## src/verilog/spi_port_pkg.sv

```systemverilog
package spi_port_pkg;

  ////////////////////////////////////////////////////////////////////////////////
  // Register map and fields.

  localparam logic [7:0] ADDR_CTRL   = 8'hf3;
  localparam logic [7:0] ADDR_FLAGS  = 8'hf4;
  localparam logic [7:0] ADDR_DATA   = 8'hf5;

  localparam int FLG_TC   = 7;
  localparam int FLG_WRITE_COLLISION_FLAG = 6;
  localparam int FLG_OVF  = 5;
  localparam int FLG_MODE_FAULT_FLAG = 4;
  localparam int FLG_MFD  = 3;

  localparam logic [7:0] CTRL_RESET  = 8'h00;
  localparam logic [7:0] DATA_RESET  = 8'h00;
  localparam logic [4:0] FLAGS_RESET = 5'h00;

  ////////////////////////////////////////////////////////////////////////////////
  // Timing.

  localparam logic [6:0] HALF_BASE = 7'h08;
  localparam logic [3:0] LAST_EDGE = 4'hf;
  localparam logic [4:0] EDGES_PER_BYTE = 5'h10;

  ////////////////////////////////////////////////////////////////////////////////
  // Types.

  typedef enum logic [2:0] {
    ST_IDLE   = 3'b001,
    ST_MASTER = 3'b010,
    ST_SLAVE  = 3'b100
  } mode_state_t;

  typedef struct packed {
    logic       soe;
    logic       en;
    logic       lsb;
    logic       mst;
    logic       cpol;
    logic       cpha;
    logic [1:0] rate;
  } ctrl_t;

  typedef struct packed {
    logic tc;
    logic write_collision_flag;
    logic ovf;
    logic mode_fault_flag;
    logic mfd;
  } flags_t;

  typedef struct packed {
    logic [7:0] addr;
    logic [7:0] wdata;
    logic       wr;
    logic       rd;
  } reg_req_t;

  typedef struct packed {
    logic sck;
    logic ss_n;
    logic mosi;
    logic miso;
  } pin_bus_t;

  typedef struct packed {
    mode_state_t st;
    ctrl_t       ctrl;
    flags_t      flags;
    logic [7:0]  shifter;
    logic [7:0]  rbuf;
    logic [7:0]  rdata;
    logic        rx_bit;
    logic [3:0]  edge_cnt;
    logic [6:0]  div_cnt;
    logic        sck;
    logic        sck_prev;
    logic        ss_prev;
    pin_bus_t    pout;
    pin_bus_t    poe;
    logic        irq;
  } port_state_t;

endpackage

```

## src/verilog/spi_port.sv

```systemverilog
// Our own choice: the plain strobed port.
`timescale 1ns/10ps
// What this block does
// - Master-select bit chooses master or slave role.
// - Master data write shifts byte out, in.
// - After eight bits: stop clock, flag, buffer.
// - Master data write starts clocking immediately.
// - Slave select high mid-byte aborts, fills ones.
// - Slave byte copied to buffer, flag set.
// - Polarity sets idle level, phase sampling edge.
// - Phase zero slave drives bit on select.
// - Phase zero slave write while selected collides.
// - Phase one slave drives on first edge.
// - Change to control bits 5:0 while enabled aborts to idle.
// - Master without disable watches select for fault.
// - Auto select, with fault detect disabled, drives low during each transfer.
// - Select released when auto select off.
// - Fault clears master, enable; sets fault flag.
// - Busy data write flags collision, discards byte.
// - Uncleared complete flag then new byte sets overrun.
// - Overrun keeps old byte, drops new one.
// - Interrupt on complete, overrun or fault flag (not collision) when both enables set.
// - Event flags stay until software clears them.
// - Low-bit-first control reverses shift order.
// - Master drives exactly eight clock cycles.
module spi_port (
  input  logic                    MCLK,
  input  logic                    RST_N,
  input  spi_port_pkg::reg_req_t  BUS_REQ,
  output logic [7:0]              RDATA,
  input  logic                    PORT_IRQ_EN,
  input  logic                    GLOBAL_IRQ_EN,
  output logic                    IRQ,
  input  spi_port_pkg::pin_bus_t  PIN_IN,
  output spi_port_pkg::pin_bus_t  PIN_OUT,
  output spi_port_pkg::pin_bus_t  PIN_OE
);
  import spi_port_pkg::*;

  ////////////////////////////////////////////////////////////////////////////////
  // Helpers.

  function automatic logic out_bit(input logic [7:0] sh, input logic lsb);
    out_bit = lsb ? sh[0] : sh[7];
  endfunction

  function automatic logic [7:0] shift_in(input logic [7:0] sh, input logic b, input logic lsb);
    shift_in = lsb ? {b, sh[7:1]} : {sh[6:0], b};
  endfunction

  // Bits not yet received are forced high; the received ones stay put.
  function automatic logic [7:0] fill_ones(input logic [7:0] sh, input logic [2:0] k, input logic lsb);
    fill_ones = lsb ? (sh | (8'hff >> k)) : (sh | (8'hff << k));
  endfunction

  // Half period in cycles minus one: rate 0 gives a clock of MCLK/16.
  function automatic logic [6:0] half_cycles(input logic [1:0] rate);
    half_cycles = (HALF_BASE << rate) - 7'h01;
  endfunction

  ////////////////////////////////////////////////////////////////////////////////
  // Pin synchronisers.

  pin_bus_t    pin_s;
  port_state_t s;
  port_state_t n;

  spi_sync2 #(
    .W    (4),
    .INIT (4'h4)
  ) u_sync (
    .clk   (MCLK),
    .rst_n (RST_N),
    .d     (PIN_IN),
    .q     (pin_s)
  );

  ////////////////////////////////////////////////////////////////////////////////
  // Next state.

  logic       wr_data;
  logic       wr_ctrl;
  logic       wr_flags;
  logic       sck_edge;
  logic       ss_fall;
  logic       master_on;
  logic       slave_on;
  logic       busy;
  logic       collide;
  logic       m_start;
  logic       half_hit;
  logic       fault;
  logic       cfg_abort;
  logic       edge_go;
  logic       in_bit;
  logic       drv;
  logic       drv_ok;
  logic       done;
  logic [7:0] rx_byte;

  always_comb begin
    n         = s;
    wr_data   = BUS_REQ.wr && (BUS_REQ.addr == ADDR_DATA);
    wr_ctrl   = BUS_REQ.wr && (BUS_REQ.addr == ADDR_CTRL);
    wr_flags  = BUS_REQ.wr && (BUS_REQ.addr == ADDR_FLAGS);
    sck_edge  = pin_s.sck ^ s.sck_prev;
    ss_fall   = s.ss_prev & ~pin_s.ss_n;
    master_on = s.ctrl.en & s.ctrl.mst;
    slave_on  = s.ctrl.en & ~s.ctrl.mst;
    busy      = s.st != ST_IDLE;
    collide   = wr_data & (busy | (slave_on & ~s.ctrl.cpha & ~pin_s.ss_n));
    m_start   = wr_data & ~collide & master_on;
    half_hit  = s.div_cnt == half_cycles(s.ctrl.rate);
    fault     = master_on & ~s.flags.mfd & ~pin_s.ss_n;
    cfg_abort = wr_ctrl & s.ctrl.en & (BUS_REQ.wdata[5:0] != s.ctrl[5:0]);
    edge_go   = 1'b0;
    in_bit    = 1'b0;
    drv       = 1'b0;
    drv_ok    = 1'b0;
    done      = 1'b0;
    rx_byte   = s.shifter;

    n.sck_prev = pin_s.sck;
    n.ss_prev  = pin_s.ss_n;

    // Reads have no side effect; the answer stands for one cycle only.
    n.rdata = 8'h00;
    if (BUS_REQ.rd) begin
      case (BUS_REQ.addr)
        ADDR_DATA:  n.rdata = s.rbuf;
        ADDR_CTRL:  n.rdata = s.ctrl;
        ADDR_FLAGS: n.rdata = {s.flags, 3'b000};
        default:    n.rdata = 8'h00;
      endcase
    end

    // Writing a zero clears an event flag; a one leaves it alone.
    if (wr_flags) begin
      n.flags.tc   = s.flags.tc & BUS_REQ.wdata[FLG_TC];
      n.flags.write_collision_flag = s.flags.write_collision_flag & BUS_REQ.wdata[FLG_WRITE_COLLISION_FLAG];
      n.flags.ovf  = s.flags.ovf & BUS_REQ.wdata[FLG_OVF];
      n.flags.mode_fault_flag = s.flags.mode_fault_flag & BUS_REQ.wdata[FLG_MODE_FAULT_FLAG];
      n.flags.mfd  = BUS_REQ.wdata[FLG_MFD];
    end
    if (collide) begin
      n.flags.write_collision_flag = 1'b1;
    end
    if (wr_ctrl) begin
      n.ctrl = ctrl_t'(BUS_REQ.wdata);
    end
    // A colliding byte never reaches the shifter.
    if (wr_data && !collide) begin
      n.shifter = BUS_REQ.wdata;
    end

    unique case (s.st)
      ST_IDLE: begin
        n.div_cnt  = 7'h00;
        n.edge_cnt = 4'h0;
        if (m_start) begin
          n.st = ST_MASTER;
          if (!s.ctrl.cpha) begin
            n.pout.mosi = out_bit(BUS_REQ.wdata, s.ctrl.lsb);
          end
        end else if (slave_on && !pin_s.ss_n) begin
          if (!s.ctrl.cpha && ss_fall) begin
            n.st        = ST_SLAVE;
            n.pout.miso = out_bit(s.shifter, s.ctrl.lsb);
          end else if (s.ctrl.cpha && sck_edge) begin
            n.st        = ST_SLAVE;
            n.edge_cnt  = 4'h1;
            n.pout.miso = out_bit(s.shifter, s.ctrl.lsb);
          end
        end
      end
      ST_MASTER: begin
        n.div_cnt = s.div_cnt + 7'h01;
        if (half_hit) begin
          n.div_cnt = 7'h00;
          n.sck     = ~s.sck;
          edge_go   = 1'b1;
          in_bit    = pin_s.miso;
        end
      end
      ST_SLAVE: begin
        if (pin_s.ss_n) begin
          n.st      = ST_IDLE;
          n.shifter = fill_ones(s.shifter, s.edge_cnt[3:1], s.ctrl.lsb);
        end else if (sck_edge) begin
          edge_go = 1'b1;
          in_bit  = pin_s.mosi;
        end
      end
      default: begin
        n.st = ST_IDLE;
      end
    endcase

    // Even edges lead a bit, odd edges trail it.
    if (edge_go) begin
      n.edge_cnt = s.edge_cnt + 4'h1;
      if (!s.edge_cnt[0]) begin
        if (!s.ctrl.cpha) begin
          n.rx_bit = in_bit;
        end else begin
          drv    = out_bit(s.shifter, s.ctrl.lsb);
          drv_ok = 1'b1;
        end
      end else begin
        n.shifter = shift_in(s.shifter, s.ctrl.cpha ? in_bit : s.rx_bit, s.ctrl.lsb);
        if (!s.ctrl.cpha) begin
          drv    = out_bit(n.shifter, s.ctrl.lsb);
          drv_ok = 1'b1;
        end
      end
      if (s.edge_cnt == LAST_EDGE) begin
        done    = 1'b1;
        n.st    = ST_IDLE;
        rx_byte = n.shifter;
      end
    end
    if (drv_ok) begin
      if (s.st == ST_MASTER) begin
        n.pout.mosi = drv;
      end else begin
        n.pout.miso = drv;
      end
    end

    // A completion sets its flag after any clear of the same cycle.
    if (done) begin
      n.flags.tc = 1'b1;
      if (s.flags.tc) begin
        n.flags.ovf = 1'b1;
      end else begin
        n.rbuf = rx_byte;
      end
    end

    if (cfg_abort) begin
      n.st = ST_IDLE;
    end
    if (fault) begin
      n.ctrl.mst   = 1'b0;
      n.ctrl.en    = 1'b0;
      n.flags.mode_fault_flag = 1'b1;
      n.st         = ST_IDLE;
    end
    if (!n.ctrl.en) begin
      n.st = ST_IDLE;
    end
    if (n.st != ST_MASTER) begin
      n.sck     = n.ctrl.cpol;
      n.div_cnt = 7'h00;
    end

    // Pins follow the next state; select is held one cycle past the last edge so the peer still sees it low.
    n.poe.sck   = n.ctrl.en & n.ctrl.mst;
    n.poe.mosi  = n.ctrl.en & n.ctrl.mst;
    n.poe.miso  = n.ctrl.en & ~n.ctrl.mst & ~pin_s.ss_n;
    n.poe.ss_n  = n.ctrl.en & n.ctrl.mst & n.flags.mfd & n.ctrl.soe;
    n.pout.sck  = n.sck;
    n.pout.ss_n = (n.st != ST_MASTER) && (s.st != ST_MASTER);
    n.irq       = PORT_IRQ_EN & GLOBAL_IRQ_EN & (n.flags.tc | n.flags.ovf | n.flags.mode_fault_flag);
  end

  ////////////////////////////////////////////////////////////////////////////////
  // State register.

  always_ff @(posedge MCLK) begin
    if (!RST_N) begin
      s          <= '0;
      s.st       <= ST_IDLE;
      s.ctrl     <= ctrl_t'(CTRL_RESET);
      s.flags    <= flags_t'(FLAGS_RESET);
      s.shifter  <= DATA_RESET;
      s.rbuf     <= DATA_RESET;
      s.ss_prev  <= 1'b1;
      s.pout     <= 4'h4;
    end else begin
      s <= n;
    end
  end

  assign RDATA   = s.rdata;
  assign IRQ     = s.irq;
  assign PIN_OUT = s.pout;
  assign PIN_OE  = s.poe;

  ////////////////////////////////////////////////////////////////////////////////
  // Checks.

  logic [4:0] tog_cnt;

  always_ff @(posedge MCLK) begin
    if (!RST_N || m_start) begin
      tog_cnt <= 5'h00;
    end else if (s.st == ST_MASTER && half_hit) begin
      tog_cnt <= tog_cnt + 5'h01;
    end
  end
endmodule

```

## src/verilog/spi_sync2.sv

```systemverilog
`timescale 1ns/10ps
module spi_sync2 #(
  parameter int           W    = 4,
  parameter logic [W-1:0] INIT = '0
) (
  input  logic         clk,
  input  logic         rst_n,
  input  logic [W-1:0] d,
  output logic [W-1:0] q
);

  // Stage 0 is the metastable stage; only stage 1 reads it.
  logic [1:0][W-1:0] stage;
  logic [1:0][W-1:0] next_stage;

  always_comb begin
    next_stage[0] = d;
    next_stage[1] = stage[0];
  end

  always_ff @(posedge clk) begin
    if (!rst_n) begin
      stage <= {INIT, INIT};
    end else begin
      stage <= next_stage;
    end
  end

  assign q = stage[1];

endmodule
```

## config.mk

```make
export PLATFORM = sky130hd
export DESIGN_NAME = spi_port
export DESIGN_NICKNAME = d
export VERILOG_FILES = /design/src/verilog/spi_port_pkg.sv /design/src/verilog/spi_port.sv /design/src/verilog/spi_sync2.sv
export SDC_FILE = /design/constraint.sdc
export NUM_CORES = 1
export LEC_CHECK = 0
export BUFFER_PORTS_ARGS = -buffer_cell sky130_fd_sc_hd__buf_2
export CAP_MARGIN = 0
export CORE_ASPECT_RATIO = 1.25
export CORE_MARGIN = 3
export CORE_UTILIZATION = 45
export DETAILED_ROUTE_END_ITERATION = 8
export GPL_ROUTABILITY_DRIVEN = 0
export GPL_TIMING_DRIVEN = 0
export HOLD_SLACK_MARGIN = 0.12
export PLACE_DENSITY = 0.72
export SLEW_MARGIN = 20
export SYNTH_ARGS = -nofsm -noshare
export SYNTH_HDL_FRONTEND = slang
export SYNTH_SLANG_ARGS = --single-unit
```

## constraint.sdc

```tcl
create_clock -name MCLK -period 6.6 [get_ports MCLK]
set_input_delay 0.66 -clock MCLK [delete_from_list [all_inputs] [get_ports MCLK]]
set_output_delay 0.66 -clock MCLK [all_outputs]
set_load 0.01 [all_outputs]
```

* After elaboration in Yosys (flattened, before gate mapping)
Index checks and enable logic that the tools add are counted.
** Storage, ports and cells
- Flip-flop bits (word level) :: 70
- Input bits :: 26
- Output and inout bits :: 17
- Logic and storage cells :: 181
** Cells by class
- Add/subtract/negate cells :: 3
- Equality and inequality tests :: 12
- Shifts and indexed selects :: 3
- Mux-type cells :: 72
- Bitwise operators :: 39
- Reductions and logical operators :: 21
** Operators by type and width (number)
- $mux W8 :: 11
- $mux W1 :: 41
- $mux W3 :: 10
- $eq A8 B8 Y1 const B :: 3
- $pmux W8 S3 :: 1
- $and A1 B1 Y1 :: 23
- $or A8 B8 Y8 :: 2
- $pmux W7 S2 :: 1
- $not A1 Y1 :: 10
- $reduce_bool A2 Y1 :: 5
- $pmux W3 S3 :: 1
- $logic_and A1 B1 Y1 :: 8
- $mux W4 :: 2
- $shl A8 B3 Y8 const A :: 1
- $shr A8 B3 Y8 const A :: 1
- $add A7 B1 Y7 const B :: 1
- $eq A7 B7 Y1 :: 1
- $shl A4 B2 Y7 const A :: 1
- $sub A7 B1 Y7 const B :: 1
- $ne A3 B2 Y1 const B :: 2
- $ne A6 B6 Y1 :: 1
- $reduce_and A2 Y1 :: 3
- $mux W5 :: 1
- $add A4 B1 Y4 const B :: 1
- other kinds (12) :: 18

* Longest topological paths before layout
Gate-level depths: netlist (run 1).
- Depth in word-level cells :: 19
- Gate-level depth with buffers :: 8
- Gate-level depth less buffers :: 7

* Cells and area by module
Synthesis (run 1) repeated with hierarchy kept, for this count alone.
** Second synthesis, totals
- Cell total of the unflattened synthesis :: 414
- Area, all modules :: 3641.0 um^2
** Modules (own cells, without submodules)
- spi_port :: instances 1, cells each 398, area an instance 3430.8 um^2, seq. area each 1241.2 um^2
- spi_sync2 :: instances 1, cells each 16, area an instance 210.2 um^2, seq. area each 160.2 um^2

* Worst setup path after synthesis (run 1)
Ideal clock, no wire load.
- Path type :: input -> register
- From :: in BUS_REQ[13] in the netlist's numbering
- To :: reg s[61] in the netlist's numbering
- Setup time :: 0.127 ns
- Arrival :: 2.408 ns
- Data required time :: 6.473 ns
- Setup slack :: 4.065 ns
- Cell stages on the path :: 7
- Buffers on the path :: 1
- Path through :: nand4b_1 > or4_1 > buf_2 > mux2i_1 > nor3_1 > nand2_1 > or3_1
** On the way
- Longest elaborated chain between the ends :: 13
- Elaborated cells on any way between the ends :: 19
- Those cells by class :: eq/ne (2); mux (9); bitwise (6); reduce/logical (2)
** Ends and longest elaborated chain
- start: declaration :: RTL line spi_port.sv:29 : input spi_port_pkg::reg_req_t BUS_REQ,
- $eq A8 B8 Y1 :: RTL line spi_port.sv:103 : wr_data = BUS_REQ.wr && (BUS_REQ.addr == ADDR_DATA);
- $logic_and A1 B1 Y1 :: RTL line spi_port.sv:103
- $and A1 B1 Y1 :: RTL line spi_port.sv:111 : collide = wr_data & (busy | (slave_on & ~s.ctrl.cpha & ~pin_s.ss_n));
- $not A1 Y1 :: RTL line spi_port.sv:112 : m_start = wr_data & ~collide & master_on;
- $and A1 B1 Y1 (2 in series) :: RTL line spi_port.sv:112
- $mux W3 :: RTL line spi_port.sv:160 : if (m_start) begin
- $pmux W3 S3 :: RTL line spi_port.sv:156 : unique case (s.st)
- $mux W3 :: RTL line spi_port.sv:216 : if (s.edge_cnt == LAST_EDGE) begin
- $mux W3 :: RTL line spi_port.sv:200 : if (edge_go) begin
- $mux W3 :: RTL line spi_port.sv:240 : if (cfg_abort) begin
- $mux W3 :: RTL line spi_port.sv:243 : if (fault) begin
- $mux W3 (*) :: RTL line spi_port.sv:249 : if (!n.ctrl.en) begin
- end signal: assignment :: RTL line spi_port.sv:281 : s <= n;
- end: declaration :: RTL line spi_port.sv:65 : port_state_t s;
Every way passes the cells marked *; elsewhere a longest branch is shown, timed or not.
A chain may end at the register's enable or synchronous reset.

* Worst setup path after layout (run 1)
- From :: reg s[61] in the netlist's numbering
- To :: reg s[18] in the netlist's numbering
** On the way
- Longest elaborated chain between the ends :: 15
- Elaborated cells on any way between the ends :: 25
- Those cells by class :: eq/ne (5); mux (13); bitwise (5); reduce/logical (2)
** Ends and longest elaborated chain
- $ne A3 B1 Y1 :: RTL line spi_port.sv:110 : busy = s.st != ST_IDLE;
- $or A1 B1 Y1 :: RTL line spi_port.sv:111
- $and A1 B1 Y1 :: RTL line spi_port.sv:111
- $not A1 Y1 :: RTL line spi_port.sv:112
- $and A1 B1 Y1 (2 in series) :: RTL line spi_port.sv:112
- $mux W3 :: RTL line spi_port.sv:160
- $pmux W3 S3 :: RTL line spi_port.sv:156
- $mux W3 :: RTL line spi_port.sv:216
- $mux W3 :: RTL line spi_port.sv:200
- $mux W3 :: RTL line spi_port.sv:240
- $mux W3 :: RTL line spi_port.sv:243
- $mux W3 :: RTL line spi_port.sv:249
- $ne A3 B2 Y1 :: RTL line spi_port.sv:252 : if (n.st != ST_MASTER) begin
- $reduce_or A2 Y1 (no source line)
Several ways; a longest one is shown, not always the timed one.

==> results of run 1 <==
[layer usage]
layer | share of wire | wire, µm | vias to the layer above | GRT usage
met5 | 0 | 0 | - | 0
met4 | 0.034 | 339 | 0 | 0.114
met3 | 0.058 | 584 | 24 | 0.0477
met2 | 0.49 | 4970 | 133 | 0.372
met1 | 0.42 | 4180 | 1625 | 0.272
li1 | - | - | 1633 | -
[worst min path at each step]
| stage | to | slack (ns) | depth (start not counted) |
|---|---|---|---|
| floorplan | u_sync.q[2]$_SDFF_PN1_ | 0.39 | 1 |
| global placement | u_sync.q[2]$_SDFF_PN1_ | 0.39 | 1 |
| detailed placement | u_sync.q[2]$_SDFF_PN1_ | 0.40 | 1 |
| CTS | u_sync.q[2]$_SDFF_PN1_ | 0.41 | 1 |
| global route | u_sync.q[2]$_SDFF_PN1_ | 0.43 | 1 |
| finish | u_sync.q[2]$_SDFF_PN1_ | 0.41 | 1 |
[Yosys cell counts (all sizes together) (3+ instances only)]
cell and number:
o2111ai 4, o211ai 4, or3 4, clkbuf 15, a211oi 8, mux2 10, xnor2 8, a32oi 3
inv 10, nand2b 9, and3 9, nor3 9, nor2 42, mux2i 20, a21oi 18, or2 3
xor2 3, dfxtp 70, nand3b 4, and2 9, o21a 4, buf 19, a31o 3, o21ai 22
nand2 33, a311oi 4, nand3 15, nor2b 4, a31oi 4, nor3b 4, o31ai 5, a22oi 7
[critical path, cell delays in order (launching register included)]
cell	delay [ns]
sky130_fd_sc_hd__dfxtp_1	0.42
sky130_fd_sc_hd__or3b_1	0.36
sky130_fd_sc_hd__clkbuf_1	0.22
sky130_fd_sc_hd__nor3_2	0.41
sky130_fd_sc_hd__nand2_2	0.27
sky130_fd_sc_hd__o31ai_1	0.36
sky130_fd_sc_hd__nand3_1	0.32
sky130_fd_sc_hd__a311oi_1	0.30
[cell families after synthesis]
kind of cell,Yosys count
buffers and inverters,45
adder cells (fa/ha/maj),2
XOR/XNOR,11
flip-flops,70
AO/OA/AOI/OAI,107
multiplexers,30
AND/OR/NAND/NOR,156
[state kept, by name, indices dropped and copies added, names as in the netlist]
| signal | cells |
|---|---|
| s | 46 |
| IRQ | 1 |
| PIN_OE | 3 |
| PIN_OUT | 4 |
| u_sync.q | 4 |
| u_sync.next_stage | 4 |
| RDATA | 8 |
[power by group through the flow]
stage                     Sequential (mW)  Clock, mW  Combinational [mW]
after floorplan                     0.435          0              0.0136
after global placement              0.436          0              0.0303
after detailed placement            0.436          0              0.0305
after CTS                           0.426      0.295              0.0305
after global routing                0.426      0.308              0.0339
final                               0.426      0.289              0.0310
[layout make-up]
type | instances | area (µm²) | share of cell area
Buffer | 34 | 196 | 0.0474
Clock buffer | 13 | 139 | 0.0335
Clock inverter | 2 | 10.0 | 0.00242
Inverter | 11 | 41.3 | 0.00997
Multi-Input combinational cell | 306 | 2020 | 0.489
Sequential cell | 70 | 1400 | 0.338
Tap cell | 95 | 119 | 0.0287
Timing Repair Buffer | 42 | 210 | 0.0508
==> impl_summary.log, run 1 <==
[metrics] top post-synthesis cells by area: sky130_fd_sc_hd__dfxtp_1 38%, sky130_fd_sc_hd__mux2i_1 5.5%, sky130_fd_sc_hd__nor2_1 4.2%, sky130_fd_sc_hd__buf_4 3.3%, sky130_fd_sc_hd__nand2_1 3.3%
[metrics] post-route clock skew: 0.00395 ns
[metrics] Synth Net Count: 449
[metrics] total chip power: 0.747 mW
[metrics] total vias in the final route: roughly 3.4k
[metrics] number of nets in the layout: 502
[metrics] hold path startpoint: u_sync.next_stage[6]$_SDFF_PN1_
[metrics] proportion of layout cells with a drive suffix above 1: 0.201
[metrics] mean post-synth cell area: 8.69 µm²
[metrics] count of antenna diodes in the layout: 0
[metrics] setup repair after global routing missed its margin: no
[metrics] width of the die: 86.6 µm
[metrics] internal power: about 0.57 mW
[metrics] Clock power frac: 0.388
[metrics] Final Setup Violations: 0
[metrics] peak supply drop: 0.117 mV
[metrics] aggregate routed wire length: about 10 mm
[metrics] quantity of I/O buffers inserted on ports: 42
[metrics] final instance area: 4140 µm²
[metrics] Hold WS: 0.412 ns
[metrics] reg2reg start: s[61]$_SDFF_PN1_
[metrics] Max Slew Vio Count: 0
[metrics] area of the placeable core: 7840 µm²
[metrics] row cnt: 36
[metrics] detailed placer's ending HPWL: approximately 7.5 mm
[metrics] Register-to-Register Setup Slack: 3.84 ns
[metrics] number of antenna violations at the first check in global routing: 0
[metrics] CP Data Arrival Time: 3.03 ns
[metrics] Worst Setup Slack post-DPL: 3.60 ns
[metrics] router iterations before antenna repair: 5
[metrics] switching share of power: 0.236
[metrics] compound-cell area share of the yosys netlist: 0.214
[metrics] Post-Syn Instances: 421
[metrics] commonest cells after routing, fill and taps aside: 70 x sky130_fd_sc_hd__dfxtp_1, 43 x sky130_fd_sc_hd__buf_2, 41 x sky130_fd_sc_hd__nor2_1, 32 x sky130_fd_sc_hd__nand2_1, 21 x sky130_fd_sc_hd__o21ai_0
[metrics] portion of netlist area occupied by mux cells: 0.0855
[metrics] full die area: 9250 µm²
[metrics] hold-fix buffer count after cts: 0
[metrics] number of placed instances, taps included: approximately 560
[metrics] worst setup path startpoint: s[61]$_SDFF_PN1_
[metrics] Filler cells: between 700 and 800
[metrics] total number of clock tree sinks: 70
[metrics] via count of the first global-routing pass: 3184
[metrics] clock buffer depth: 2
[metrics] Finished Core Util: 0.528
[metrics] relative slew slack: 0.391
[metrics] fraction of power consumed by combinational cells: 0.042
[metrics] largest fanout on the critical path: 9
[metrics] pin count of the biggest net entering global routing: 11
[metrics] Required @ worst endpoint: 6.87 ns
[metrics] Vias per Instance: 5.96
[metrics] initial cell density of the core: 0.467
[metrics] max cap viols: 0
[metrics] type of the worst min-delay path: register to register
[metrics] wire length of the first global-routing pass: 15.9 mm
[metrics] average wire length per cell after detail routing: 17.6 µm
[metrics] cell type with the largest total area after synthesis: sky130_fd_sc_hd__dfxtp_1
[metrics] setup fix buffers added after clock tree synthesis: 0
[metrics] number of hold-slack violations in the final timing report: 0
[metrics] height of the die: roughly 110 µm
[metrics] ratio of final minimum period to clock period: 0.419
[metrics] count of antenna-violating nets left after detailed routing: 0
[metrics] worst slew pin tran: 0.907 ns
[metrics] maximum frequency from static timing analysis: 362 MHz
[metrics] cell area after synthesis: 3660 µm²
[metrics] share of total power in sequential cells: 0.571
[metrics] number of warnings reported in the yosys synthesis log: 0
[metrics] kind of end point of the critical path: register
[metrics] most frequent standard cell in the layout excluding fill and tap cells: sky130_fd_sc_hd__dfxtp_1
[metrics] count of cell types in the netlist: 73
[metrics] final cell count without fillers: 573
[metrics] clock tree from TritonCTS: built
[metrics] clock period minus worst slack: 2.76 ns
[metrics] post-place instance area: approximately 4000 µm²
[metrics] I/O pin count: 43
[metrics] start-to-end type of the worst setup path: register to register
[metrics] share of synthesized cell area in and, or, nand and nor gates: 0.219
[metrics] Power per Cell Area: 180 nW/µm²
[metrics] parity-gate share of the synthesized area counting xor and xnor cells: 0.0263
[metrics] Async S/R FF share, synth: 0
[metrics] static leakage power: approximately 1.6 nW
[metrics] number of enable flip-flop cells after synthesis: 0
[metrics] clock transition at the registers of the reported paths: 0.07 ns
[metrics] outcome: finished, final reports clean
[metrics] switching power: 0.176 mW
[metrics] root buffer cell: sky130_fd_sc_hd__clkbuf_8
[metrics] overflow left after global routing: 0
[metrics] accumulated negative setup slack: 0 ns
[metrics] Register-to-Register Path Depth: 7
[metrics] proportion of synthesized chip area in sequential cells: 0.383
[metrics] crit path setup slack, layout: 3.84 ns
[metrics] worst r2r dst: s[18]$_SDFFE_PP0P_
[metrics] adder-cell area share of the yosys netlist: 0.00684
[metrics] clock latency on the worst-skew pair: around 0.36 ns
[metrics] Startpoint Class: register
[metrics] overall global routing resource usage: 0.225
[metrics] count of cells resized by post-cts repair: 0
[metrics] Post-synth top flop: sky130_fd_sc_hd__dfxtp_1
[metrics] remaining routing DRC violations: 0
[metrics] dominant combinational cell family by area after synthesis: simple AND/OR/NAND/NOR gates
[metrics] clock buffer count from CTS: 9
[metrics] initial DRC count: 299
[metrics] crit path capture: s[18]$_SDFFE_PP0P_
[metrics] area share of the largest cell type after synthesis: 0.383
[metrics] number of levels in the clock H-tree: 3
[metrics] Area growth, synth to finish: 13.2%
[metrics] number of flip-flops and latches in the synthesized netlist: 70
Note: power is estimated with default switching activity, not from simulation.
==> run 2: changes to the inputs <==
Clock period 6.6 ns to 2.6 ns, I/O delays scaled along.
==> run 2 against run 1 <==
  * Die area unchanged
  * Clock-buffer cell count unchanged
  * Largest cell class unchanged
  * Largest power group unchanged
  * Design area increased by 2.2%
  * Worst setup slack got worse by 3.7 ns
  * Critical path depth unchanged
==> impl_summary.log, run 2 (synthesized netlist as in run 1, its figures left out) <==
[metrics] static leakage power: 1.68 nW (+2.2%)
[metrics] start-to-end type of the worst setup path: register to register
[metrics] initial DRC count: 357 (+19%)
[metrics] most frequent standard cell in the layout excluding fill and tap cells: sky130_fd_sc_hd__dfxtp_1
[metrics] Max Slew Vio Count: 0 (unchanged)
[metrics] clock buffer count from CTS: 9 (unchanged)
[metrics] CP Data Arrival Time: 2.74 ns (-0.29 ns)
[metrics] root buffer cell: sky130_fd_sc_hd__clkbuf_8
[metrics] total chip power: 1.90 mW (+150%)
[metrics] clock transition at the registers of the reported paths: 0.07 ns (about the same)
[metrics] via count of the first global-routing pass: 3210 (+0.82%)
[metrics] Startpoint Class: register
[metrics] Clock power frac: 0.385 (-0.003)
[metrics] count of antenna diodes in the layout: 0 (unchanged)
[metrics] largest fanout on the critical path: 10 (+1)
[metrics] crit path setup slack, layout: 0.138 ns (-3.70 ns)
[metrics] internal power: 1.45 mW (+150%)
[metrics] met3 usage in global routing: 0.0477 (unchanged)
[metrics] total vias in the final route: 3444 (+0.85%)
[metrics] combined flip-flop and latch cell area: 1400 µm² (unchanged)
[metrics] kind of end point of the critical path: register
[metrics] initial cell density of the core: 0.467 (unchanged)
[metrics] router iterations before antenna repair: 5 (unchanged)
[metrics] clock buffer depth: 2 (unchanged)
[metrics] overall global routing resource usage: 0.226 (+0.00131)
[metrics] proportion of layout cells with a drive suffix above 1: 0.211 (+0.00991)
[metrics] clock period minus worst slack: 2.46 ns (-0.301 ns)
[metrics] Required @ worst endpoint: 2.88 ns (-3.99 ns)
[metrics] detailed placer's ending HPWL: 7.50 mm (unchanged)
[metrics] type of the worst min-delay path: input pin to register
[metrics] max cap viols: 0 (unchanged)
[metrics] post-place instance area: 3990 µm² (unchanged)
[metrics] wire length of the first global-routing pass: 16.0 mm (+0.65%)
[metrics] commonest cells after routing, fill and taps aside: 70 x sky130_fd_sc_hd__dfxtp_1, 43 x sky130_fd_sc_hd__buf_2, 40 x sky130_fd_sc_hd__nor2_1, 32 x sky130_fd_sc_hd__nand2_1, 21 x sky130_fd_sc_hd__o21ai_0
[metrics] number of nets in the layout: 508 (+1.2%)
[metrics] area of the placeable core: 7840 µm² (unchanged)
[metrics] quantity of I/O buffers inserted on ports: 42 (unchanged)
[metrics] final cell count without fillers: 579 (+1.0%)
[metrics] max reg flops: 46 (unchanged)
[metrics] Vias per Instance: 5.95 (-0.20%)
[metrics] register ranked first by flip-flop count: s
[metrics] worst slew pin tran: 0.911 ns (+0.00342 ns)
[metrics] met2 demand-to-capacity share in global routing: 0.374 (+0.00219)
[metrics] number of placed instances, taps included: 558 (unchanged)
[metrics] aggregate routed wire length: 10.1 mm (about the same)
[metrics] I/O pin count: 43 (unchanged)
[metrics] peak supply drop: 0.300 mV (+160%)
[metrics] Power per Cell Area: 449 nW/µm² (+150%)
[metrics] share of total power in sequential cells: 0.569 (-0.002)
[metrics] GR peak layer: met2
[metrics] clock tree from TritonCTS: built
[metrics] outcome: finished, final reports clean
[metrics] remaining routing DRC violations: 0 (unchanged)
[metrics] total number of clock tree sinks: 70 (unchanged)
[metrics] switching power: 0.448 mW (+150%)
[metrics] relative slew slack: 0.388 (-0.00230)
[metrics] full die area: 9250 µm² (unchanged)
[metrics] pin count of the biggest net entering global routing: 11 (unchanged)
[metrics] Worst Setup Slack post-DPL: -0.120 ns (-3.72 ns)
[metrics] Area growth, synth to finish: 15.8%
[metrics] number of antenna violations at the first check in global routing: 0 (unchanged)
[metrics] count of antenna-violating nets left after detailed routing: 0 (unchanged)
[metrics] overflow left after global routing: 0 (unchanged)
[metrics] number of hold-slack violations in the final timing report: 0 (unchanged)
[metrics] height of the die: 107 µm (unchanged)
[metrics] final instance area: 4230 µm² (+2.2%)
[metrics] GR Util met1: 0.273 (+0.00109)
[metrics] fraction of power consumed by combinational cells: 0.046 (+0.004)
[metrics] maximum frequency from static timing analysis: 406 MHz (+12%)
[metrics] row cnt: 36 (unchanged)
[metrics] Filler cells: 741 (-1.5%)
[metrics] clock latency on the worst-skew pair: 0.36 ns (about the same)
[metrics] number of levels in the clock H-tree: 3 (unchanged)
[metrics] setup repair after global routing missed its margin: no
[metrics] area of the multi-input gates: 2060 µm² (+1.9%)
[metrics] Final Setup Violations: 0 (unchanged)
[metrics] width of the die: 86.6 µm (unchanged)
[metrics] post-route clock skew: 0.00626 ns (+0.00231 ns)
[metrics] ratio of final minimum period to clock period: 0.947 (+0.528)
[metrics] switching share of power: 0.235 (-0.000615)
[metrics] average wire length per cell after detail routing: 17.4 µm (-1.0%)
==> run 2: critical path: stages, from the launching register on <==
cell and delay, ns:
sky130_fd_sc_hd__dfxtp_1 0.49, sky130_fd_sc_hd__inv_2 0.10, sky130_fd_sc_hd__a2111oi_4 0.48, sky130_fd_sc_hd__o211ai_4 0.21, sky130_fd_sc_hd__a2111o_1 0.46, sky130_fd_sc_hd__buf_6 0.15
sky130_fd_sc_hd__or2_4 0.26, sky130_fd_sc_hd__o31ai_1 0.23
==> run 2: power by group through the flow <==
stage               combinational, mW  sequential (mW)  clock (mW)
CTS                            0.0828             1.08       0.749
finish                         0.0865             1.08       0.733
global route                   0.0940             1.08       0.781
global placement               0.0769             1.11           0
detailed placement             0.0774             1.11           0
floorplan                      0.0344             1.11           0
==> run 2: per-layer routing <==
layer  vias up  routed length (µm)  share of wire
met2       144                4890           0.49
li1       1641                   -              -
met1      1624                4200           0.42
met4         0                 435          0.043
met3        35                 546          0.054
met5         -                   0              0
==> run 2: worst paths after layout <==
kind | slack, ns | endpoint | cells after the start | from
setup / recovery | 0.14 | s[32]$_SDFFE_PN0P_ | 7 | s[15]$_SDFFE_PP0P_
hold / removal | 0.14 | IRQ$_SDFF_PN0_ | 3 | GLOBAL_IRQ_EN
setup reg to reg | 0.14 | s[32]$_SDFFE_PN0P_ | 7 | s[15]$_SDFFE_PP0P_
hold reg to reg | 0.41 | u_sync.q[2]$_SDFF_PN1_ | 1 | u_sync.next_stage[6]$_SDFF_PN1_
==> run 2: repair_timing <==
item | CTS | global route
gates resized for setup | 2 | 5
pin swaps | 0 | 2
buffers inserted | 0 | 2
setup endpoints to repair | 6 | 11
hold buffers | 4 | 0
endpoints found under the hold margin | 4 | 0
==> run 2: layout make-up <==
| cell class | count | area share |
|---|---|---|
| multi-input cells | 306 | 0.487 |
| flip-flops and latches | 70 | 0.331 |
| repair buffers | 48 | 0.0626 |
| plain buffers | 34 | 0.0464 |
| clock buffers | 13 | 0.0328 |
| well taps | 95 | 0.0281 |
| inverters | 11 | 0.00975 |
| clock inverters | 2 | 0.00236 |
==> run 2: stage by stage <==
stage | TNS [ns] | utilization | hold WS [ns]
floorplan | 0 | - | 0.333
global placement | -0.249 | 0.509 | 0.393
detailed placement | -0.397 | 0.509 | 0.398
CTS | -0.0113 | 0.534 | 0.131
global route | 0 | 0.540 | 0.153
finish | 0 | 0.540 | 0.139
==> run 3: changes to the inputs <==
Settings changed: CTS_CLUSTER_SIZE set to 20, PLACE_DENSITY 0.72 to not set.
==> run 3 against run 2 <==
  * Register-to-register slack hardly changed
  * Critical endpoint unchanged
  * Largest cell class unchanged
  * Maximum frequency shrank 0.24%
  * Cell count down 0.17%
==> impl_summary.log, run 3 (synthesized netlist as in run 1, its figures left out) <==
[metrics] Final Setup Violations: 0 (unchanged)
[metrics] count of antenna diodes in the layout: 0 (unchanged)
[metrics] hold path startpoint: GLOBAL_IRQ_EN
[metrics] Max Slew Vio Count: 0 (unchanged)
[metrics] max cap viols: 0 (unchanged)
[metrics] proportion of layout cells with a drive suffix above 1: 0.211 (+0.000436)
[metrics] via count of the first global-routing pass: 3222 (+0.37%)
[metrics] max reg flops: 46 (unchanged)
[metrics] most frequent standard cell in the layout excluding fill and tap cells: sky130_fd_sc_hd__dfxtp_1
[metrics] library cell contributing the largest single delay on the critical path: sky130_fd_sc_hd__a2111o_1
[metrics] kind of end point of the critical path: register
[metrics] outcome: finished, final reports clean
[metrics] worst setup path startpoint: s[17]$_SDFFE_PP0P_
[metrics] start-to-end type of the worst setup path: register to register
[metrics] full die area: 9250 µm² (unchanged)
[metrics] commonest cells after routing, fill and taps aside: 70 x sky130_fd_sc_hd__dfxtp_1, 43 x sky130_fd_sc_hd__buf_2, 41 x sky130_fd_sc_hd__nor2_1, 32 x sky130_fd_sc_hd__nand2_1, 21 x sky130_fd_sc_hd__o21ai_0
[metrics] total vias in the final route: 3310 (-3.9%)
[metrics] remaining routing DRC violations: 0 (unchanged)
[metrics] Required @ worst endpoint: 2.88 ns (about the same)
[metrics] quantity of I/O buffers inserted on ports: 42 (unchanged)
[metrics] Power per Cell Area: 471 nW/µm² (+4.8%)
[metrics] setup repair after global routing missed its margin: no
[metrics] post-place instance area: 3990 µm² (unchanged)
[metrics] CP peak stage delay: 0.46 ns (-0.03 ns)
[metrics] number of nets in the layout: 507 (-0.20%)
[metrics] clock period minus worst slack: 2.47 ns (+0.00589 ns)
[metrics] type of the worst min-delay path: input pin to register
[metrics] peak supply drop: 0.237 mV (-21%)
[metrics] Startpoint Class: register
[metrics] wire length of the first global-routing pass: 16.4 mm (+1.9%)
[metrics] average wire length per cell after detail routing: 17.9 µm (+3.1%)
[metrics] worst slew pin tran: 0.865 ns (-0.0453 ns)
[metrics] clock tree from TritonCTS: built
[metrics] Area growth, synth to finish: 16.5%
[metrics] Filler cells: 773 (+4.3%)
[metrics] CP Data Arrival Time: 2.74 ns (about the same)
[metrics] area of the multi-input gates: 2060 µm² (-0.12%)
[metrics] clock transition at the registers of the reported paths: 0.07 ns (about the same)
[metrics] final instance area: 4260 µm² (+0.65%)
[metrics] row cnt: 36 (unchanged)
[metrics] I/O pin count: 43 (unchanged)
[metrics] ratio of final minimum period to clock period: 0.949 (+0.00226)
[metrics] clock latency on the worst-skew pair: 0.36 ns (about the same)
[metrics] height of the die: 107 µm (unchanged)
[metrics] relative slew slack: 0.419 (+0.0304)
[metrics] aggregate routed wire length: 10.4 mm (+3.0%)
[metrics] router iterations before antenna repair: 4 (-1)
[metrics] width of the die: 86.6 µm (unchanged)
[metrics] reg2reg start: s[17]$_SDFFE_PP0P_
[metrics] number of antenna violations at the first check in global routing: 0 (unchanged)
[metrics] number of levels in the clock H-tree: 3 (unchanged)
[metrics] register ranked first by flip-flop count: s
[metrics] static leakage power: 1.69 nW (+0.82%)
[metrics] Vias per Instance: 5.73 (-3.7%)
[metrics] count of antenna-violating nets left after detailed routing: 0 (unchanged)
[metrics] total chip power: 2.01 mW (+5.4%)
[metrics] combined flip-flop and latch cell area: 1400 µm² (unchanged)
[metrics] overall global routing resource usage: 0.233 (+0.00728)
[metrics] overflow left after global routing: 0 (unchanged)
[metrics] area of the placeable core: 7840 µm² (unchanged)
[metrics] root buffer cell: sky130_fd_sc_hd__clkbuf_8
[metrics] largest fanout on the critical path: 10 (unchanged)
[metrics] pin count of the biggest net entering global routing: 11 (unchanged)
[metrics] clock buffer depth: 2 (unchanged)
[metrics] initial DRC count: 195 (-45%)
[metrics] CP cell instances: clkbuf_1 > xor2_1 > nor2_1 > o211ai_4 > a2111o_1 > buf_6 > or2_4 > o31ai_1
[metrics] total number of clock tree sinks: 70 (unchanged)
[metrics] clock buffer count from CTS: 9 (unchanged)
[metrics] initial cell density of the core: 0.467 (unchanged)
[metrics] detailed placer's ending HPWL: 7.80 mm (+4.0%)
[metrics] maximum frequency from static timing analysis: 405 MHz (-0.24%)
[metrics] number of hold-slack violations in the final timing report: 0 (unchanged)
[metrics] post-route clock skew: 0.0109 ns (+0.00466 ns)
-- run 3: cell types whose count changed in the layout (fill, tap and decap cells not counted), sizes merged --
cell | before | now
clkbuf | 28 | 30
clkinv | 3 | 1
buf | 63 | 62
-- run 3: routing by layer --
| metal | up-vias | part of all wire | global-route usage | routed length, µm |
|---|---|---|---|---|
| met2 | 77 | 0.48 | 0.379 | 4980 |
| met4 | 0 | 0.041 | 0.140 | 423 |
| met5 | - | 0 | 0 | 0 |
| li1 | 1635 | - | - | - |
| met1 | 1572 | 0.43 | 0.292 | 4490 |
| met3 | 26 | 0.046 | 0.0284 | 481 |
-- run 3: per-stage QoR --
stage          utilization  hold WS [ns]  std cells  setup TNS [ns]  setup slack, ns
2_1_floorplan            -         0.333        421               0            0.317
3_3_place_gp         0.509         0.391        558          -0.392           -0.130
3_5_place_dp         0.509         0.403        558          -0.680           -0.157
4_1_cts              0.540         0.134        578               0           0.0710
5_1_grt              0.544         0.156        578               0          0.00335
6_report             0.544         0.146        578               0            0.133
-- run 3: layout make-up --
cell class                      instances  share of cell area
Buffer                                 34              0.0461
Clock buffer                           15              0.0437
Tap cell                               95              0.0279
Inverter                               11             0.00969
Sequential cell                        70               0.329
Timing Repair Buffer                   47              0.0605
Multi-Input combinational cell        306               0.483
-- run 3: path summary, 6_finish.rpt --
| check | to | slack (ns) | depth (start not counted) |
|---|---|---|---|
| worst max-delay path | s[32]$_SDFFE_PN0P_ | 0.13 | 8 |
| worst min-delay path | IRQ$_SDFF_PN0_ | 0.15 | 3 |
| worst max register to register | s[32]$_SDFFE_PN0P_ | 0.13 | 8 |
| worst min register to register | u_sync.q[2]$_SDFF_PN1_ | 0.41 | 1 |
-- run 3: critical path: cells and delay by family, from the launching register on --
kind            cells  cell delay (ns)
compound gates      3             0.88
xor+xnor            1             0.12
buf+inv             2             0.46
flops               1             0.31
simple gates        2             0.62
-- run 3: what timing repair did --
| action | in CTS | in global routing |
|---|---|---|
| cloned | 0 | 0 |
| setup endpoints to repair | 8 | 9 |
| hold buffers | 4 | 0 |
| endpoints found under the hold margin | 4 | 0 |
| pin swaps | 1 | 1 |
| gates resized for setup | 2 | 4 |
| buffers inserted | 1 | 0 |
-- run 3: power breakdown --
part / internal [mW] / total, mW / switching [mW]
clock: 0.447 / 0.837 / 0.390
combinational: 0.0356 / 0.0865 / 0.0509
sequential: 1.08 / 1.08 / 0.00352
